$ cat config.mk
export PLATFORM = sky130hd
export DESIGN_NAME = ams_sideband_ctrl
export DESIGN_NICKNAME = d
export VERILOG_FILES = /design/src/ams_pkg.sv /design/src/ams_status_decode.sv /design/src/ams_sideband_ctrl.sv
export VERILOG_INCLUDE_DIRS = /design/src /design/src/src
export SDC_FILE = /design/constraint.sdc
export NUM_CORES = 1
export LEC_CHECK = 0
export CAP_MARGIN = 10
export CORE_ASPECT_RATIO = 1.5
export CORE_MARGIN = 2
export CORE_UTILIZATION = 40
export DETAILED_ROUTE_END_ITERATION = 8
export DONT_BUFFER_PORTS = 1
export GPL_TIMING_DRIVEN = 0
export HOLD_SLACK_MARGIN = 0.03
export PLACE_DENSITY = 0.6
export SYNTH_ARGS = -nofsm -noshare
export SYNTH_HDL_FRONTEND = slang
export SYNTH_SLANG_ARGS = --single-unit
$ cat constraint.sdc
create_clock -name clk_sys -period 4.8 [get_ports clk_sys]
set_input_delay 0.24 -clock clk_sys [delete_from_list [all_inputs] [get_ports clk_sys]]
set_output_delay 0.24 -clock clk_sys [all_outputs]
set_load 0.01 [all_outputs]
$ cat src/ams_map.svh
`ifndef AMS_MAP_SVH
`define AMS_MAP_SVH

// ==========================================================================
// Bus widths
`define AMS_CODE_W 3
`define AMS_AD_W 32
`define AMS_CBE_W 4

// ==========================================================================
// Arbiter status codes, meaningful only under grant
`define AMS_CODE_LP_READ 3'h0
`define AMS_CODE_HP_READ 3'h1
`define AMS_CODE_LP_WRITE 3'h2
`define AMS_CODE_HP_WRITE 3'h3
`define AMS_CODE_RSVD_4 3'h4
`define AMS_CODE_RSVD_5 3'h5
`define AMS_CODE_RSVD_6 3'h6
`define AMS_CODE_START 3'h7

// ==========================================================================
// Reset levels of the active-low outputs and the address/data lines
`define AMS_RST_LEVEL_N 1'b1
`define AMS_RST_AD 32'h0000_0000
`define AMS_RST_CBE 4'hf

`endif

$ cat src/ams_pkg.sv
`default_nettype none

package ams_pkg;

	// ======================================================================
	// Sequencer states
	typedef enum logic [3:0] {
		ST_IDLE,
		ST_PIPE,
		ST_PIPE_END,
		ST_FRAME,
		ST_READ,
		ST_RD_END,
		ST_WR_LOAD,
		ST_WRITE,
		ST_WR_END
	} ams_state_e;

	typedef logic [31:0] ams_word_t;

endpackage : ams_pkg

`default_nettype wire

$ cat src/ams_status_decode.sv
`timescale 1ns/1ps
`default_nettype none
`include "ams_map.svh"

module ams_status_decode (
	// Arbiter inputs
	input wire logic bus_grant_n,
	input wire logic [`AMS_CODE_W-1:0] arbiter_status_code,
	// Decoded events
	output logic st_lp_read,
	output logic st_hp_read,
	output logic st_lp_write,
	output logic st_hp_write,
	output logic st_start,
	output logic st_reserved
);

	function automatic logic code_is(input logic [`AMS_CODE_W-1:0] c,
		input logic [`AMS_CODE_W-1:0] ref_code, input logic grant_n);
		code_is = !grant_n && (c == ref_code);
	endfunction : code_is

	// Without grant every output stays low, so the code is ignored
	assign st_lp_read = code_is(arbiter_status_code, `AMS_CODE_LP_READ, bus_grant_n);
	assign st_hp_read = code_is(arbiter_status_code, `AMS_CODE_HP_READ, bus_grant_n);
	assign st_lp_write = code_is(arbiter_status_code, `AMS_CODE_LP_WRITE, bus_grant_n);
	assign st_hp_write = code_is(arbiter_status_code, `AMS_CODE_HP_WRITE, bus_grant_n);
	assign st_start = code_is(arbiter_status_code, `AMS_CODE_START, bus_grant_n);
	// Reserved codes decode to nothing the sequencer acts on
	assign st_reserved = code_is(arbiter_status_code, `AMS_CODE_RSVD_4, bus_grant_n)
		| code_is(arbiter_status_code, `AMS_CODE_RSVD_5, bus_grant_n)
		| code_is(arbiter_status_code, `AMS_CODE_RSVD_6, bus_grant_n);

endmodule : ams_status_decode
`default_nettype wire

$ cat src/ams_sideband_ctrl.sv
`timescale 1ns/1ps
`default_nettype none
`include "ams_map.svh"

// Summary of operation
// - Status code used only under grant
// - Code 000 returns low-priority read data
// - Code 001 returns high-priority read data
// - Code 010 device supplies low-priority writes
// - Code 011 device supplies high-priority writes
// - Code 111 grants start of transaction
// - Start allows pipelined requests or frame
// - Device shows low-priority read buffer space
// - Pipelined request only while current master
// - One request queued per asserted edge
// - No request queued while deasserted
// - Pipelined request is sustained tri-state
// - Address/data strobes have no function
// - Command lines carry request commands
// - Write data without wait states
// - No wait in first read block
module ams_sideband_ctrl (
	// Clock and reset
	input wire logic clk_sys,
	input wire logic reset,
	// Arbiter status
	input wire logic bus_grant_n,
	input wire logic [`AMS_CODE_W-1:0] arbiter_status_code,
	// Sideband outputs
	output logic read_buffer_full_n,
	output logic pipelined_request_n,
	output logic pipelined_request_oe,
	// Shared address/data and command lines
	input wire logic [`AMS_AD_W-1:0] muxed_addr_data_in,
	output logic [`AMS_AD_W-1:0] muxed_addr_data_out,
	output logic muxed_addr_data_oe,
	output logic [`AMS_CBE_W-1:0] command_byte_enable_n_out,
	output logic command_byte_enable_n_oe,
	// Transaction control
	output logic cycle_frame_n_out,
	output logic cycle_frame_n_oe,
	output logic initiator_ready_n_out,
	output logic initiator_ready_oe,
	input wire logic target_ready_n,
	// Unused strobe pins
	input wire logic addr_data_strobe_0_in,
	output logic addr_data_strobe_0_out,
	output logic addr_data_strobe_0_oe,
	input wire logic addr_data_strobe_1_in,
	output logic addr_data_strobe_1_out,
	output logic addr_data_strobe_1_oe,
	// Request queue from the user
	input wire logic req_valid,
	output logic req_ready,
	input wire logic [`AMS_AD_W-1:0] req_addr,
	input wire logic [`AMS_CBE_W-1:0] req_cmd,
	// Ordinary transaction start
	input wire logic pci_start_req,
	output logic pci_start_ack,
	// Read return
	input wire logic rd_space_lp,
	output logic rd_valid,
	output logic [`AMS_AD_W-1:0] rd_data,
	output logic rd_high_prio,
	// Write supply
	input wire logic wr_valid,
	output logic wr_ready,
	input wire logic [`AMS_AD_W-1:0] wr_data,
	input wire logic [`AMS_CBE_W-1:0] wr_byte_en_n,
	input wire logic wr_last,
	output logic wr_high_prio
);

	// ======================================================================
	// Status decode
	logic st_lp_read;
	logic st_hp_read;
	logic st_lp_write;
	logic st_hp_write;
	logic st_start;
	logic st_reserved;

	ams_status_decode u_decode (
		.bus_grant_n(bus_grant_n),
		.arbiter_status_code(arbiter_status_code),
		.st_lp_read(st_lp_read),
		.st_hp_read(st_hp_read),
		.st_lp_write(st_lp_write),
		.st_hp_write(st_hp_write),
		.st_start(st_start),
		.st_reserved(st_reserved)
	);

	// ======================================================================
	// Registers
	ams_pkg::ams_state_e state_reg;
	ams_pkg::ams_state_e state_next;
	logic pipe_n_reg;
	logic pipe_oe_reg;
	logic [`AMS_AD_W-1:0] ad_reg;
	logic ad_oe_reg;
	logic [`AMS_CBE_W-1:0] cbe_reg;
	logic cbe_oe_reg;
	logic frame_n_reg;
	logic frame_oe_reg;
	logic irdy_n_reg;
	logic irdy_oe_reg;
	logic rbf_n_reg;
	logic rd_valid_reg;
	logic [`AMS_AD_W-1:0] rd_data_reg;
	logic rd_hp_reg;
	logic wr_hp_reg;
	logic wr_last_reg;

	// ======================================================================
	// Event decode
	wire in_idle = (state_reg == ams_pkg::ST_IDLE);
	wire in_pipe = (state_reg == ams_pkg::ST_PIPE);
	wire in_read = (state_reg == ams_pkg::ST_READ);
	wire in_wr_load = (state_reg == ams_pkg::ST_WR_LOAD);
	wire in_write = (state_reg == ams_pkg::ST_WRITE);
	wire start_pipe = in_idle && st_start && req_valid;
	// frame path used when no request waits
	wire start_frame = in_idle && st_start && !req_valid && pci_start_req;
	// queue only as master, after start
	wire pipe_take = start_pipe || (in_pipe && req_valid && !bus_grant_n);
	wire rd_start_lp = in_idle && st_lp_read;
	wire rd_start_hp = in_idle && st_hp_read;
	wire rd_start = rd_start_lp || rd_start_hp;
	wire wr_start_lp = in_idle && st_lp_write;
	wire wr_start_hp = in_idle && st_hp_write;
	wire wr_start = wr_start_lp || wr_start_hp;
	wire rd_beat = in_read && !target_ready_n;
	wire wr_beat = in_write && !target_ready_n;
	wire wr_done = wr_beat && wr_last_reg;
	wire wr_first = in_wr_load && wr_valid;
	// Once ready is raised the next word is fetched on each beat but the last
	wire wr_load = wr_first || (wr_beat && !wr_last_reg);
	wire ad_drive = pipe_take || wr_load || (in_write && !wr_done);
	// ready held through the whole write
	wire irdy_low = wr_first || (in_write && !wr_done);
	// ready with the first read block
	wire rd_ready_low = rd_start || (in_read && !bus_grant_n);

	// ======================================================================
	// Sequencer
	always_comb begin
		state_next = state_reg;
		unique case (state_reg)
			// reserved or ungranted codes keep idle
			ams_pkg::ST_IDLE: begin
				if (start_pipe)
					state_next = ams_pkg::ST_PIPE;
				else if (start_frame)
					state_next = ams_pkg::ST_FRAME;
				else if (rd_start)
					state_next = ams_pkg::ST_READ;
				else if (wr_start)
					state_next = ams_pkg::ST_WR_LOAD;
			end
			ams_pkg::ST_PIPE: begin
				if (!pipe_take)
					state_next = ams_pkg::ST_PIPE_END;
			end
			// one parked cycle, then back to idle
			ams_pkg::ST_PIPE_END: state_next = ams_pkg::ST_IDLE;
			ams_pkg::ST_FRAME: state_next = ams_pkg::ST_IDLE;
			ams_pkg::ST_READ: begin
				if (bus_grant_n)
					state_next = ams_pkg::ST_RD_END;
			end
			ams_pkg::ST_RD_END: state_next = ams_pkg::ST_IDLE;
			ams_pkg::ST_WR_LOAD: begin
				if (wr_valid)
					state_next = ams_pkg::ST_WRITE;
			end
			ams_pkg::ST_WRITE: begin
				if (wr_done)
					state_next = ams_pkg::ST_WR_END;
			end
			ams_pkg::ST_WR_END: state_next = ams_pkg::ST_IDLE;
			default: state_next = ams_pkg::ST_IDLE;
		endcase
	end

	always_ff @(posedge clk_sys) begin
		if (reset)
			state_reg <= ams_pkg::ST_IDLE;
		else
			state_reg <= state_next;
	end

	// ======================================================================
	// Pipelined request pin
	always_ff @(posedge clk_sys) begin
		if (reset) begin
			pipe_n_reg <= `AMS_RST_LEVEL_N;
			pipe_oe_reg <= 1'b0;
		end else begin
			// one queued request per low edge
			pipe_n_reg <= !pipe_take;
			// driven high one cycle before release
			pipe_oe_reg <= pipe_take || in_pipe;
		end
	end

	// ======================================================================
	// Address/data and command lines
	always_ff @(posedge clk_sys) begin
		if (reset) begin
			ad_reg <= `AMS_RST_AD;
			cbe_reg <= `AMS_RST_CBE;
			ad_oe_reg <= 1'b0;
			cbe_oe_reg <= 1'b0;
		end else begin
			ad_oe_reg <= ad_drive;
			cbe_oe_reg <= ad_drive;
			// request command on the command lines
			if (pipe_take) begin
				ad_reg <= req_addr;
				cbe_reg <= req_cmd;
			end else if (wr_load) begin
				ad_reg <= wr_data;
				cbe_reg <= wr_byte_en_n;
			end
		end
	end

	// ======================================================================
	// Frame and initiator ready
	always_ff @(posedge clk_sys) begin
		if (reset) begin
			frame_n_reg <= `AMS_RST_LEVEL_N;
			frame_oe_reg <= 1'b0;
			irdy_n_reg <= `AMS_RST_LEVEL_N;
			irdy_oe_reg <= 1'b0;
		end else begin
			frame_n_reg <= !start_frame;
			frame_oe_reg <= start_frame || (state_reg == ams_pkg::ST_FRAME);
			irdy_n_reg <= !(irdy_low || rd_ready_low);
			irdy_oe_reg <= irdy_low || rd_ready_low || in_read || in_write;
		end
	end

	// ======================================================================
	// Read return and buffer space
	always_ff @(posedge clk_sys) begin
		if (reset) begin
			rbf_n_reg <= `AMS_RST_LEVEL_N;
			rd_valid_reg <= 1'b0;
			rd_data_reg <= `AMS_RST_AD;
			rd_hp_reg <= 1'b0;
		end else begin
			// asserted low when no low-priority space
			rbf_n_reg <= rd_space_lp;
			rd_valid_reg <= rd_beat;
			if (rd_beat)
				rd_data_reg <= muxed_addr_data_in;
			if (rd_start)
				rd_hp_reg <= rd_start_hp;
		end
	end

	// ======================================================================
	// Write bookkeeping
	always_ff @(posedge clk_sys) begin
		if (reset) begin
			wr_hp_reg <= 1'b0;
			wr_last_reg <= 1'b0;
		end else begin
			if (wr_start)
				wr_hp_reg <= wr_start_hp;
			if (wr_load)
				wr_last_reg <= wr_last;
		end
	end

	// ======================================================================
	// Outputs
	assign read_buffer_full_n = rbf_n_reg;
	assign pipelined_request_n = pipe_n_reg;
	assign pipelined_request_oe = pipe_oe_reg;
	assign muxed_addr_data_out = ad_reg;
	assign muxed_addr_data_oe = ad_oe_reg;
	assign command_byte_enable_n_out = cbe_reg;
	assign command_byte_enable_n_oe = cbe_oe_reg;
	assign cycle_frame_n_out = frame_n_reg;
	assign cycle_frame_n_oe = frame_oe_reg;
	assign initiator_ready_n_out = irdy_n_reg;
	assign initiator_ready_oe = irdy_oe_reg;
	assign req_ready = pipe_take;
	assign pci_start_ack = start_frame;
	assign rd_valid = rd_valid_reg;
	assign rd_data = rd_data_reg;
	assign rd_high_prio = rd_hp_reg;
	assign wr_ready = wr_load;
	assign wr_high_prio = wr_hp_reg;
	// strobes never driven; inputs deliberately left unread
	assign addr_data_strobe_0_out = 1'b0;
	assign addr_data_strobe_0_oe = 1'b0;
	assign addr_data_strobe_1_out = 1'b0;
	assign addr_data_strobe_1_oe = 1'b0;
endmodule : ams_sideband_ctrl
`default_nettype wire

==> results.json <==
{
  "final_area_sq_um": 4488,
  "switching_power_mw": 0.6306,
  "met1_usage_pct": 18.85,
  "synth_cell_types": 42,
  "first_pass_iters": 4,
  "cp_slowest_cell": "nor4_1",
  "rr_endpoint": "state_reg[3]",
  "grt_overflow": 0,
  "syn_area_sq_um": 3699,
  "status": "finished clean",
  "timing.critical_path.buf_inv": 1,
  "start_util_pct": 40.44,
  "p_total_mw": 2.105,
  "port_buffers": 0,
  "worstMarginPinSlew_ns": 0.7812,
  "ys_ff_latch": 84,
  "drcViolationCount": 0,
  "multi_input_area_sq_um": 1720,
  "netSwitchingFraction_pct": 29.96,
  "gp_congestion": 0.7499,
  "dp_hpwl_um": 7501,
  "cts_setup_buffers": 0,
  "ff2ff_setup_slack_ns": 2.81,
  "area_growth_pct": 21.35,
  "root_buffer": "clkbuf_16",
  "dp_cells": 554,
  "pwr-share-seq_pct": 43.3,
  "final_nets": 600,
  "viasPerCell": 5.437,
  "finalCriticalPeriod_ns": 2.207,
  "synth_edf_count": 0,
  "setup_viol": 0,
  "final_antenna_net_count": 0,
  "end_kind": "primary output",
  "async_flop_share_pct": 0,
  "busiest_layer": "met2",
  "dieWidth_um": 82.51,
  "rsz0062_at_grt": "false",
  "hold_depth": 2,
  "final_cells": 599,
  "p_clk_share_pct": 38.2,
  "r2r_cells": 5,
  "ys_seq_area_share_pct": 45.47,
  "max_cap_violations": 0,
  "comb_power_share_pct": 18.5,
  "hold_path_end": "rd_data[29]",
  "max_freq_mhz": 453.1,
  "clock_latency_ns": 0.34,
  "regArea_sq_um": 1682,
  "grt_pass1_wl_um": 15210,
  "drive_gt1_share_pct": 15.61,
  "netlist_instances": 439,
  "placed_area_sq_um": 3850,
  "vias": 3257,
  "layout_common_cells": "nand2_1 (109), dfxtp_1 (84), a21oi_1 (70), nor2_1 (43), dlygate4sd3_1 (29)",
  "pin_count": 205,
  "nFillCells": 912,
  "htree_num_levels": 3,
  "dieArea_sq_um": 10050,
  "coreArea_sq_um": 9146,
  "clockBufferDepth": 2,
  "cp.arrival_ns": 1.97,
  "ys_warn_count": 0,
  "cts.sinks": 84,
  "leakagePower_nw": 1.592,
  "irDropWorstVdd_mv": 0.2190,
  "antenna_found_initial": 0,
  "row_count": 43,
  "timing.final.crit_share_pct": 45.98,
  "crit_path_max_fanout": 10,
  "cp.required_ns": 4.56,
  "wire_per_inst_um": 16.98,
  "slew_headroom_pct": 47.44,
  "grt_pass1_vias": 3195,
  "drt_iter0_drc": 107,
  "fin_tns_setup_ns": 0,
  "p_int_mw": 1.474,
  "finalClockSkew_ns": 0.006165,
  "use_met3_pct": 9.037,
  "grtUsageMet2_pct": 37.30,
  "chipHeight_um": 121.8,
  "min_path_type": "input port to flip-flop",
  "hp-start": "muxed_addr_data_in[29]",
  "synth_area_per_cell_sq_um": 8.425,
  "layout.cells.most_common": "nand2_1",
  "synthFlopType": "dfxtp_1",
  "slew_violations": 0,
  "start_kind": "flip-flop",
  "hold_violations": 0,
  "grt_use_total_pct": 20.03,
  "worstReg2RegStart": "state_reg[1]",
  "cts_tree": "built",
  "critPathTopFamily": "simple AND/OR/NAND/NOR gates",
  "slowest_delay_ns": 0.64,
  "power_density_nw_per_um2": 468.9,
  "path_cells": "clkbuf_1, nor4_1, and4b_1",
  "clk_pin_slew_ns": 0.06,
  "diodes": 0,
  "critical_path_class": "flip-flop to primary output",
  "grt_max_degree": 16,
  "routed_wl_um": 10170,
  "numCtsBuffers": 9
}
-- worst reg2reg max path, delay by kind of cell (launching register included) --
family,cells,cell delay (ns)
simple gates,2,0.73
compound gates,2,0.57
flops,1,0.34
buf+inv,1,0.22
-- cells in the mapped netlist, drive strengths merged (2+ instances only) --
| master | count | area [sq um] |
|---|---|---|
| and4b | 2 | 20.02 |
| a21o | 2 | 15.01 |
| a31oi | 9 | 62.56 |
| nand2b | 4 | 25.02 |
| clkbuf | 19 | 91.34 |
| nand3b | 2 | 15.01 |
| buf | 21 | 185.2 |
| nand2 | 109 | 409.1 |
| a211oi | 33 | 387.9 |
| or3 | 3 | 28.78 |
| o21ai | 4 | 20.02 |
| nor2 | 43 | 161.4 |
| o31ai | 2 | 15.01 |
| dfxtp | 84 | 1682 |
| nand3 | 2 | 10.01 |
| inv | 4 | 15.01 |
| nor4 | 2 | 12.51 |
| nor3 | 8 | 60.06 |
| nor2b | 2 | 12.51 |
| a21oi | 70 | 350.3 |
| mux2i | 2 | 20.02 |
-- metrics by stage --
step                utilization, %  hold slack, ns  setup WS, ns
floorplan                        -          0.3438         3.071
detailed placement           42.09          0.3467         2.851
global placement             42.09          0.3441         2.854
CTS                          48.96         0.03284         2.604
global route                 49.07         0.03021         2.463
finish                       49.07         0.04169         2.593
-- power by group through the flow --
stage,clock network (mW),registers (mW),logic (mW)
finish,0.804,0.911,0.390
global route,0.859,0.926,0.439
CTS,0.826,0.912,0.389
detailed placement,0,0.927,0.370
global placement,0,0.925,0.361
floorplan,0,0.902,0.304
-- worst max path at each step --
stage | start | endpoint | slack (ns) | cells past startpoint
2_1_floorplan | state_reg[3] | muxed_addr_data_out[26] | 3.07 | 6
3_3_place_gp | state_reg[1] | state_reg[3] | 2.85 | 5
3_5_place_dp | state_reg[1] | state_reg[3] | 2.85 | 5
4_1_cts | state_reg[1] | pci_start_ack | 2.60 | 3
5_1_grt | state_reg[1] | pci_start_ack | 2.46 | 3
6_report | state_reg[1] | pci_start_ack | 2.59 | 3
-- per-layer routing --
metal / wire length [um] / share of wire, %
met5: 0 / 0
met1: 3538 / 35
met3: 1052 / 10
met4: 138 / 1.4
met2: 5440 / 53
-- cell type report --
cell class	count	share of cell area (%)
clock inverter	7	2.732
sequential	84	37.47
multi-input combinational	313	38.33
buffer	40	6.161
tap	112	3.122
timing repair buffer	29	6.468
clock buffer	9	5.018
inverter	5	0.6970
-- repair_timing --
action                    in CTS  in global routing
hold buffers                  28                  1
gates resized for setup        0                  0
hold endpoints to repair      28                  1
-- kinds of logic after synthesis --
kind of cell	Yosys count	share of synthesized area (%)
mux	2	0.5413
flops	84	45.47
simple gates	183	21.65
compound gates	124	23.92
buf+inv	45	8.322
other cells	1	0.1014
Power figures use the tool's default switching activity.
